**config.mk**
```make
export PLATFORM = sky130hd
export DESIGN_NAME = slc_strap_latch
export DESIGN_NICKNAME = d
export VERILOG_FILES = /design/src/design/slc_pkg.sv /design/src/design/slc_strap_latch.sv
export VERILOG_INCLUDE_DIRS = /design/src /design/src/design
export SDC_FILE = /design/constraint.sdc
export NUM_CORES = 1
export LEC_CHECK = 0
export BUFFER_PORTS_ARGS = -buffer_cell sky130_fd_sc_hd__buf_2
export CAP_MARGIN = 15
export CORE_MARGIN = 5
export CORE_UTILIZATION = 50
export DETAILED_ROUTE_END_ITERATION = 7
export GPL_ROUTABILITY_DRIVEN = 1
export GPL_TIMING_DRIVEN = 1
export PLACE_DENSITY = 0.76
export RECOVER_POWER = 50
export SLEW_MARGIN = 30
export SYNTH_ARGS = -nofsm -noshare
export SYNTH_HDL_FRONTEND = slang
export SYNTH_SLANG_ARGS = --single-unit
```
**constraint.sdc**
```tcl
create_clock -name CORE_CLK -period 3 [get_ports CORE_CLK]
set_clock_uncertainty 0.15 [all_clocks]
set_input_delay 0.6 -clock CORE_CLK [delete_from_list [all_inputs] [get_ports CORE_CLK]]
set_output_delay 0.6 -clock CORE_CLK [all_outputs]
set_load 0.02 [all_outputs]
```
**src/design/slc_params.svh**
```systemverilog
// Constants for the strap latch configuration block
// Function
// (RULE1) The five base address straps are captured at reset release, any value 0 to 1Fh, and held.
// (RULE2) A pulled-up address strap reads one and a pulled-down one reads zero.
// (RULE3) The four ports answer at base address plus 0, 1, 2 and 3.
// (RULE4) The board keeps the base address at or below 1Ch.
// (RULE5) Incoming management PHY address fields are compared against the per-port addresses.
// (RULE6) Each LED pin is a strap input during loading and its level sets that LED's polarity.
// (RULE7) A low LED strap sets the polarity bit to one and drives the LED active high.
// (RULE8) A high LED strap sets the polarity bit to zero and drives the LED active low.
// (RULE9) The five-bit mode strap is captured at reset release and applies to all four ports.
// (RULE10) A broadcast strap of zero enables address-zero broadcast access, one disables it.
// (RULE11) An LED style strap of zero selects tri-colour, one selects individual LEDs.
// (RULE12) The LED style applies to all eight LED outputs.
// (RULE13) All straps are sampled as reset is released, with no internal pulls.
// (RULE14) Without strap configuration the board picks mode 18h single-port or 19h multi-port.
// (RULE15) Captured values stay constant until the next reset whatever the LED pins do.
// (RULE16) LED pins turn to outputs only after sampling is complete.
`ifndef SLC_PARAMS_SVH
`define SLC_PARAMS_SVH
`define SLC_ADDR_W 5
`define SLC_MODE_W 5
`define SLC_NPORT 4
`define SLC_NLED 8
`define SLC_BCAST_ADDR 5'h00
`define SLC_RST_ADDR 5'h00
`define SLC_RST_MODE 5'h18
`define SLC_RST_POL 8'h00
`define SLC_RST_BCAST 1'b0
`define SLC_RST_STYLE 1'b0
`define SLC_SETTLE_CYC 2'h3
`endif

```
**src/design/slc_pkg.sv**
```systemverilog
// Types for the strap latch configuration block
`include "slc_params.svh"
package slc_pkg;
  typedef struct packed {
    logic [`SLC_ADDR_W-1:0] base_addr;
    logic [`SLC_MODE_W-1:0] mode;
    logic bcast_en;
    logic led_individual;
    logic [`SLC_NLED-1:0] led_pol;
  } slc_cfg_t;
  typedef enum logic [1:0] {SLC_IDLE, SLC_SETTLE, SLC_RUN} slc_state_t;
endpackage

```
**src/design/slc_strap_latch.sv**
```systemverilog
// Strap capture at reset release, address match and LED pin drive
`timescale 1ns/100ps
`default_nettype none
`include "slc_params.svh"
module slc_strap_latch (
  input wire logic CORE_CLK,
  input wire logic RESETN,
  input wire logic [`SLC_ADDR_W-1:0] MGMT_BASE_ADDR_STRAP,
  input wire logic [`SLC_MODE_W-1:0] MODE_STRAP,
  input wire logic BROADCAST_ACCESS_STRAP,
  input wire logic LED_STYLE_STRAP,
  input wire logic [`SLC_NLED-1:0] LED_PIN_IN,
  input wire logic [`SLC_NLED-1:0] LED_ACTIVE,
  input wire logic [`SLC_ADDR_W-1:0] MDIO_PHY_ADDR,
  output var slc_pkg::slc_cfg_t CFG,
  output logic CFG_VALID,
  output logic [`SLC_NPORT-1:0] PORT_SEL,
  output logic [`SLC_NLED-1:0] LED_PIN_OUT,
  output logic [`SLC_NLED-1:0] LED_PIN_OE
);
  import slc_pkg::*;

  // One capture per reset release; later strap moves are never seen
  // Limitation: straps must hold through the third clock edge after release to be caught

  localparam int SW = 2 * `SLC_ADDR_W + `SLC_MODE_W + 2 + `SLC_NLED;

  logic [SW-1:0] s1_q;
  logic [SW-1:0] s2_q;
  logic [SW-1:0] s1_d;
  logic [SW-1:0] s2_d;
  slc_state_t st_q;
  slc_state_t st_d;
  logic [1:0] cnt_q;
  logic [1:0] cnt_d;
  slc_cfg_t cfg_q;
  slc_cfg_t cfg_d;
  logic [`SLC_NPORT-1:0] sel_q;
  logic [`SLC_NPORT-1:0] sel_d;
  logic [`SLC_NLED-1:0] out_q;
  logic [`SLC_NLED-1:0] out_d;
  logic [`SLC_NLED-1:0] oe_q;
  logic [`SLC_NLED-1:0] oe_d;
  logic [`SLC_ADDR_W-1:0] s_base;
  logic [`SLC_MODE_W-1:0] s_mode;
  logic s_bcast;
  logic s_style;
  logic [`SLC_NLED-1:0] s_led;
  logic [`SLC_ADDR_W-1:0] s_maddr;

  logic valid_q;
  logic valid_d;
  logic settle_done;

  // Base above 1Ch wraps upper ports; board must prevent it [RULE4]
  function automatic logic [`SLC_ADDR_W-1:0] port_addr(input logic [`SLC_ADDR_W-1:0] b,
                                                      input int p);
    port_addr = b + p[`SLC_ADDR_W-1:0];
  endfunction

  // Direct hit per port, or every port through the broadcast address
  function automatic logic [`SLC_NPORT-1:0] port_hits(input logic [`SLC_ADDR_W-1:0] a,
                                                      input slc_cfg_t c);
    logic bcast;
    port_hits = '0;
    bcast = c.bcast_en && (a == `SLC_BCAST_ADDR);
    for (int p = 0; p < `SLC_NPORT; p++)
    begin
      port_hits[p] = (a == port_addr(c.base_addr, p)) || bcast; // [RULE3] [RULE5]
    end
  endfunction

  // Pin level for a logical LED request; polarity one drives high when lit
  function automatic logic [`SLC_NLED-1:0] led_level(input logic [`SLC_NLED-1:0] lit,
                                                     input logic [`SLC_NLED-1:0] pol);
    led_level = ~(lit ^ pol); // [RULE7] [RULE8]
  endfunction

  // Raw strap levels into configuration
  // Inverted senses are the pin encodings, not a convenience
  function automatic slc_cfg_t strap_cfg(input logic [`SLC_ADDR_W-1:0] base,
                                         input logic [`SLC_MODE_W-1:0] mode,
                                         input logic bcast_n,
                                         input logic style,
                                         input logic [`SLC_NLED-1:0] leds);
    strap_cfg.base_addr = base; // [RULE1] [RULE2]
    strap_cfg.mode = mode; // [RULE9]
    strap_cfg.bcast_en = ~bcast_n; // [RULE10]
    strap_cfg.led_individual = style; // [RULE11]
    strap_cfg.led_pol = ~leds; // [RULE6] [RULE7] [RULE8]
  endfunction

  // Pins are asynchronous to the core clock
  always_comb
  begin
    s1_d = {MGMT_BASE_ADDR_STRAP,
            MODE_STRAP,
            BROADCAST_ACCESS_STRAP,
            LED_STYLE_STRAP,
            LED_PIN_IN,
            MDIO_PHY_ADDR};
    s2_d = s1_q;
  end

  always_ff @(posedge CORE_CLK or negedge RESETN)
  begin
    if (!RESETN)
    begin
      s1_q <= '0;
      s2_q <= '0;
    end
    else
    begin
      s1_q <= s1_d;
      s2_q <= s2_d;
    end
  end

  // Only the second stage feeds logic; the first may still be settling
  assign {s_base,
          s_mode,
          s_bcast,
          s_style,
          s_led,
          s_maddr} = s2_q;

  assign settle_done = (cnt_q == `SLC_SETTLE_CYC);

  // Wait out the synchroniser so the latch sees pin levels from the release
  always_comb
  begin
    st_d = st_q;
    cnt_d = cnt_q;
    cfg_d = cfg_q;
    valid_d = valid_q;
    case (st_q)
      SLC_IDLE:
      begin
        // First edge after release; pin levels are still in the chain
        st_d = SLC_SETTLE;
        cnt_d = '0;
      end
      SLC_SETTLE:
      begin
        cnt_d = cnt_q + 2'h1;
        if (settle_done)
        begin
          // Straps have no internal pulls; value is whatever board holds [RULE13]
          cfg_d = strap_cfg(s_base, s_mode, s_bcast, s_style, s_led);
          valid_d = 1'b1;
          st_d = SLC_RUN;
        end
      end
      SLC_RUN:
      begin
        // Captured values frozen until reset [RULE15]
        st_d = SLC_RUN;
        valid_d = 1'b1;
      end
      default:
      begin
        st_d = SLC_IDLE;
        valid_d = 1'b0;
      end
    endcase
  end

  // Nothing answers and no pin is driven before the capture completes
  always_comb
  begin
    sel_d = '0;
    out_d = '0;
    oe_d = '0;
    if (st_q == SLC_RUN)
    begin
      sel_d = port_hits(s_maddr, cfg_q); // [RULE3] [RULE5]
      // Style is global; polarity applies per pin for all eight [RULE12]
      out_d = led_level(LED_ACTIVE, cfg_q.led_pol); // [RULE7] [RULE8]
      // Driving starts a cycle after capture so it cannot disturb the levels
      oe_d = '1; // [RULE16]
    end
  end

  // State, capture and valid flag
  always_ff @(posedge CORE_CLK or negedge RESETN)
  begin
    if (!RESETN)
    begin
      st_q <= SLC_IDLE;
      cnt_q <= '0;
      valid_q <= 1'b0;
      cfg_q <= '{base_addr: `SLC_RST_ADDR,
                 mode: `SLC_RST_MODE,
                 bcast_en: `SLC_RST_BCAST,
                 led_individual: `SLC_RST_STYLE,
                 led_pol: `SLC_RST_POL};
    end
    else
    begin
      st_q <= st_d;
      cnt_q <= cnt_d;
      valid_q <= valid_d;
      cfg_q <= cfg_d;
    end
  end

  // Outputs stay quiet and undriven through reset and the capture window
  always_ff @(posedge CORE_CLK or negedge RESETN)
  begin
    if (!RESETN)
    begin
      sel_q <= '0;
      out_q <= '0;
      oe_q <= '0;
    end
    else
    begin
      sel_q <= sel_d;
      out_q <= out_d;
      oe_q <= oe_d;
    end
  end

  assign CFG = cfg_q;
  assign CFG_VALID = valid_q;
  assign PORT_SEL = sel_q;
  assign LED_PIN_OUT = out_q;
  assign LED_PIN_OE = oe_q;
endmodule
`default_nettype wire

```
### Word-level counts from Yosys, hierarchy flattened

Cells that the tools add are included.

| word-level totals | value |
|---|---|
| output and inout bits | 41 |
| bits in registers | 95 |
| input port bits | 35 |

| cells by class | value |
|---|---|
| bitwise gates (word level) | 5 |
| add/subtract/negate cells | 4 |
| reduce and logical (&&, ||, !) cells | 10 |
| multiplexer cells | 8 |
| equality and inequality tests | 8 |

Operator list:

| kind | number |
|---|---|
| $eq A5 B5 Y1 | 4 |
| $mux W8 | 2 |
| $not A8 Y8 | 2 |
| $add A5 B2 Y5 const B | 2 |
| $xor A8 B8 Y8 | 1 |
| $pmux W2 S3 | 1 |
| $add A5 B1 Y5 const B | 1 |
| $logic_not A5 Y1 | 1 |
| $eq A2 B2 Y1 const B | 2 |
| $logic_or A1 B1 Y1 | 4 |
| $mux W4 | 1 |
| $pmux W2 S2 | 1 |
| $reduce_and A2 Y1 | 2 |
| $pmux W1 S3 | 1 |
| $add A2 B1 Y2 const B | 1 |
| $eq A2 B1 Y1 const B | 1 |
| $logic_not A2 Y1 | 1 |
| $mux W2 | 1 |
| $ne A2 B2 Y1 const B | 1 |
| $not A1 Y1 | 2 |
| $reduce_bool A2 Y1 | 1 |
| $logic_and A1 B1 Y1 | 1 |
| $mux W1 | 1 |

### Longest topological paths before layout

| logic depth | value |
|---|---|
| depth in word-level cells | 4 |
| depth in mapped cells | 7 |
| gate-level depth less buffers | 6 |

### Worst setup path after synthesis

Ideal clock, no wire load.

| timing | value |
|---|---|
| kind | reg2reg |
| from | register cfg_q, in the netlist CFG[16] |
| to | register sel_q[3] (netlist: PORT_SEL[3]) |
| buffers on the path | 0 |
| slack | 1292 ps |
| stages on the path, launching flop included | 7 |
| clock period less this slack | 1708 ps |
| setup time | 125 ps |
| arrival | 1433 ps |
| path through | dfrtp_1 inv_1 ha_1 nor2b_1 a211o_1 a2bb2oi_1 o21ai_1 |

| on the way | value |
|---|---|
| cells in the longest elaborated chain, start to end | 4 |

Ends and longest elaborated chain:

| what | RTL line | text |
|---|---|---|
| start: declaration | slc_strap_latch.sv:36 | `slc_cfg_t cfg_q;` |
| start signal: assignment | slc_strap_latch.sv:192 | `` cfg_q <= '{base_addr: `SLC_RST_ADDR, `` |
| start signal: assignment | slc_strap_latch.sv:203 | `cfg_q <= cfg_d;` |
| $add A5 B2 Y5 | slc_strap_latch.sv:58 | `` port_addr = b + p[`SLC_ADDR_W-1:0]; `` |
| $eq A5 B5 Y1 | slc_strap_latch.sv:69 | `port_hits[p] = (a == port_addr(c.base_addr, p)) \|\| bcast;` |
| $logic_or A1 B1 Y1 | slc_strap_latch.sv:69 |  |
| $mux W4 | slc_strap_latch.sv:174 | `if (st_q == SLC_RUN)` |
| net sel_d[3] | slc_strap_latch.sv:39 | `` logic [`SLC_NPORT-1:0] sel_d; `` |
| end signal: assignment | slc_strap_latch.sv:218 | `sel_q <= sel_d;` |
| end: declaration | slc_strap_latch.sv:38 | `` logic [`SLC_NPORT-1:0] sel_q; `` |

The timed path passes the listed nets, and every way through them passes these cells.
A chain may end at the register's enable or synchronous reset.

### Worst setup path in the final report

| timing | value |
|---|---|
| from | register st_q[1] |
| to | register cfg_q, in the netlist CFG[15] |

| on the way | value |
|---|---|
| cells in the longest elaborated chain, start to end | 2 |

Ends and longest elaborated chain:

| what | RTL line | text |
|---|---|---|
| start: declaration | slc_strap_latch.sv:32 | `slc_state_t st_q;` |
| start signal: assignment | slc_strap_latch.sv:200 | `st_q <= st_d;` |
| $eq A2 B1 Y1 | slc_strap_latch.sv:136 | `case (st_q)` |
| $reduce_and A2 Y1 (no source line) | n/a |  |

Every way passes these cells.

==> report_table.html <==
<table>
<tr><th>Metric</th><th>Value</th></tr>
<tr><th colspan="2">Setup path</th></tr>
<tr><td>R2R setup slack</td><td>0.96 ns</td></tr>
<tr><td>Launch point of the worst reg-to-reg path</td><td>st_q[1]</td></tr>
<tr><td>Combined buffer and inverter count along the critical path</td><td>1</td></tr>
<tr><td>Worst R2R Path Depth</td><td>4</td></tr>
<tr><td>Nature of the critical path startpoint</td><td>register</td></tr>
<tr><td>Max stage delay cell, worst path</td><td>nand2_1</td></tr>
<tr><td>Cell Chain, Critical Path</td><td>inv_1 &gt; ha_1 &gt; nand2_1 &gt; mux2_2</td></tr>
<tr><td>Data required, critical path</td><td>a little over 3 ns</td></tr>
<tr><td>Critical Path End Type</td><td>register</td></tr>
<tr><td>Crit path max fanout</td><td>29</td></tr>
<tr><td>Category of the most critical setup path</td><td>register to register</td></tr>
<tr><td>Max incr delay on CP</td><td>0.54 ns</td></tr>
<tr><td>Worst reg2reg path endpoint</td><td>CFG[15]</td></tr>
<tr><td>CP top delay family</td><td>simple AND/OR/NAND/NOR gates</td></tr>
<tr><td>Data arrival time of the critical path</td><td>2.11 ns</td></tr>
<tr><th colspan="2">Placed design</th></tr>
<tr><td>PortBufs</td><td>75</td></tr>
<tr><td>DPL Wire Length</td><td>3550 µm</td></tr>
<tr><td>Placed instance area</td><td>0.00350 mm²</td></tr>
<tr><td>Gpl congestion</td><td>0.886</td></tr>
<tr><th colspan="2">Logic synthesis</th></tr>
<tr><td>Warnings, synthesis</td><td>0</td></tr>
<tr><td>Count of distinct cell types in the synthesized netlist</td><td>33</td></tr>
<tr><td>Count of flip-flops with a built-in enable after synthesis</td><td>0</td></tr>
<tr><td>Post-synth top area cell</td><td>dfrtp_1</td></tr>
<tr><td>Proportion of register bits with asynchronous set or reset after synthesis</td><td>100%</td></tr>
<tr><td>Synthesized netlist cell count</td><td>between 200 and 250</td></tr>
<tr><td>Sequential cell area fraction in the yosys report</td><td>71.3%</td></tr>
<tr><td>Syn Std Cell Area</td><td>~0.0031 mm²</td></tr>
<tr><td>Most used flip-flop cell after synthesis</td><td>dfrtp_1</td></tr>
<tr><td>Leading cell types by total area after synthesis</td><td>dfrtp_1 (70%), mux2_2 (4.4%), xnor2_1 (4.0%)</td></tr>
<tr><td>Count of state elements after synthesis</td><td>88</td></tr>
<tr><td>Synthesized area divided by synthesized cell count</td><td>around 15 µm²</td></tr>
<tr><td>Yosys top cell area share</td><td>69.6%</td></tr>
<tr><td>Total nets after synthesis</td><td>255</td></tr>
<tr><th colspan="2">GRT</th></tr>
<tr><td>Global-route congestion overflow total</td><td>0</td></tr>
<tr><td>Wire length of the first global-routing pass</td><td>8310 µm</td></tr>
<tr><td>Vias in the first global route</td><td>1781</td></tr>
<tr><td>Antenna violations before repair</td><td>0</td></tr>
<tr><td>Maximum number of pins on one net before global-route repair</td><td>89</td></tr>
<tr><td>Total routing resource utilization after global routing</td><td>roughly 14%</td></tr>
<tr><th colspan="2">Min path</th></tr>
<tr><td>Class of the most critical hold timing path</td><td>primary input to asynchronous set/reset pin</td></tr>
<tr><th colspan="2">Routing</th></tr>
<tr><td>Drt pass-1 iters</td><td>4</td></tr>
<tr><td>Average wire per standard cell</td><td>approximately 13 µm</td></tr>
<tr><td>Number of nets with antenna violations after detailed routing</td><td>0</td></tr>
<tr><td>DRC violation count after routing</td><td>0</td></tr>
<tr><td>Via total after detailed routing</td><td>1735</td></tr>
<tr><td>DRC marker count from the first detailed-route iteration</td><td>roughly 70</td></tr>
<tr><td>Total detailed-routing wirelength</td><td>just under 5000 µm</td></tr>
<tr><td>Average via count per standard cell</td><td>4.74</td></tr>
<tr><th colspan="2">Floorplan</th></tr>
<tr><td>Effective utilization at floorplan</td><td>51.9%</td></tr>
<tr><td>Core outline area</td><td>between 0.005 and 0.006 mm²</td></tr>
<tr><td>I/O pin count</td><td>76</td></tr>
<tr><td>Standard-cell rows</td><td>28</td></tr>
<tr><td>Die H</td><td>88.7 µm</td></tr>
<tr><td>Overall die width</td><td>88.7 µm</td></tr>
<tr><td>Area of the die</td><td>0.00786 mm²</td></tr>
<tr><th colspan="2">Outcome</th></tr>
<tr><td>Run status</td><td>complete, no violations</td></tr>
<tr><th colspan="2">Finish</th></tr>
<tr><td>Area added between synthesis and finish</td><td>19.0%</td></tr>
<tr><td>Sequential standard cell area</td><td>0.00220 mm²</td></tr>
<tr><td>Combined area of the multi-input logic cells</td><td>between 700 and 800 µm²</td></tr>
<tr><td>Fraction of layout instances using a drive strength above 1</td><td>a little under two fifths</td></tr>
<tr><td># diodes</td><td>0</td></tr>
<tr><td>Fill cell instance count of the final layout</td><td>489</td></tr>
<tr><td>Most common library cell in the layout ignoring fill and taps</td><td>dfrtp_1</td></tr>
<tr><td>Leading cell types in the layout, fill and taps excluded</td><td>dfrtp_1 (86), buf_2 (74), nand2_1 (15), xnor2_1 (14), mux2_2 (12)</td></tr>
<tr><td>Final Instance Area</td><td>0.00368 mm²</td></tr>
<tr><td>Post-layout net count</td><td>329</td></tr>
<tr><th colspan="2">Timing</th></tr>
<tr><td>Final worst hold slack</td><td>0.181 ns</td></tr>
<tr><td>Worst slew pin tran</td><td>just under 0.9 ns</td></tr>
<tr><td>Upper clock frequency limit</td><td>slightly below 500 MHz</td></tr>
<tr><td>Share of the cycle needed by the critical path after routing</td><td>a little under 70%</td></tr>
<tr><td>Setup repair after global routing missed its margin</td><td>no</td></tr>
<tr><td>Pins Over Slew Limit</td><td>0</td></tr>
<tr><td>Number of endpoints with negative hold slack in the final report</td><td>0</td></tr>
<tr><td>Normalized max-slew margin</td><td>a little over two fifths</td></tr>
<tr><td>Post-Route Setup TNS</td><td>0 ns</td></tr>
<tr><td>Number of endpoints failing setup at the final stage</td><td>0</td></tr>
<tr><td>Post-layout min period</td><td>2.04 ns</td></tr>
<tr><th colspan="2">Job</th></tr>
<tr><td>Maximum Capacitance Violations</td><td>0</td></tr>
<tr><th colspan="2">Clock network</th></tr>
<tr><td>Number of resized instances in the post-cts repair step</td><td>0</td></tr>
<tr><td>Clock tree buffer depth</td><td>2</td></tr>
<tr><td>H-tree level count</td><td>3</td></tr>
<tr><td>Number of clock sinks</td><td>88</td></tr>
<tr><td>Clock-pin slew on the worst setup and hold paths</td><td>0.09 ns</td></tr>
<tr><td>Clock tree from TritonCTS</td><td>yes</td></tr>
<tr><td>Count of hold buffers inserted by post-cts repair</td><td>0</td></tr>
<tr><td>Clock insertion delay at the later pin of the skew report</td><td>0.34 ns</td></tr>
<tr><td>Setup bufs post-CTS</td><td>0</td></tr>
<tr><td>Number of CTS-inserted buffers</td><td>9</td></tr>
<tr><td>Root buffer cell</td><td>clkbuf_8</td></tr>
<tr><th colspan="2">Pwr</th></tr>
<tr><td>Largest voltage drop on the vdd net</td><td>0.000436 V</td></tr>
<tr><td>Overall power after layout</td><td>2190 µW</td></tr>
<tr><td>Power Dens Cells</td><td>595 mW/mm²</td></tr>
<tr><td>Leakage power figure</td><td>0.00175 µW</td></tr>
</table>
## where the power goes
| group | total [µW] | switching [µW] | internal, µW |
|---|---|---|---|
| logic | 186 | 106 | 79.8 |
| clock network | 726 | 414 | 312 |
| registers | 1280 | 31.2 | 1250 |
## layout make-up
cell class,count,area share [%]
Clock inverter,6,1.39
Clock buffer,10,3.47
Inverter,4,0.408
Timing Repair Buffer,76,10.7
Sequential cell,88,59.9
Multi-Input combinational cell,107,21.6
Tap cell,75,2.55
## worst max-delay path by stage
stage / to / startpoint / slack (ns) / cells after the start
after detailed placement: CFG[15] / st_q[1] / 0.94 / 4
after global placement: CFG[19] / st_q[1] / 1.01 / 4
final: CFG[15] / st_q[1] / 0.96 / 4
after CTS: CFG[15] / st_q[1] / 0.93 / 4
after global routing: CFG[15] / st_q[1] / 0.79 / 4
after floorplan: PORT_SEL[3] / CFG[16] / 1.29 / 6
## Yosys cell counts (all sizes together), types with 4 or more instances
cell,count
xor2,7
xnor2,14
mux2,12
dfrtp,86
ha,8
nand2,15
nor2,4
and2,8
o21ai,13
inv,4
buf,11
## per-stage QoR
stage          utilization (%)  instances  setup WS [ns]
6_report                  61.8        366          0.964
5_1_grt                   61.8        366          0.787
4_1_cts                   61.8        366          0.931
3_5_place_dp              58.8        350          0.943
3_3_place_gp              58.8        350           1.01
2_1_floorplan                -        212           1.29
## kinds of logic after synthesis
group | share of synthesized area (%)
AOI/OAI and AO/OA | 4.33
adders and majority gates | 3.24
muxes | 4.69
xor gates and xnor gates | 6.19
buffers and inverters | 3.07
DFF | 71.3
and+or+nand+nor | 7.20
## layer usage
layer  GRT usage (%)  share of wire, %
met5               0                 0
met4            7.42               1.2
met3            4.10               7.1
met2            20.8                49
met1            19.0                42
## state kept, by name, indices dropped and copies added (netlist names)
signal       flops
cnt_q            2
PORT_SEL         4
CFG_VALID        1
LED_PIN_OUT      8
s1_q            25
s2_q            25
st_q             2
LED_PIN_OE       1
CFG             20
No activity file was read; power rests on OpenSTA's default activity.
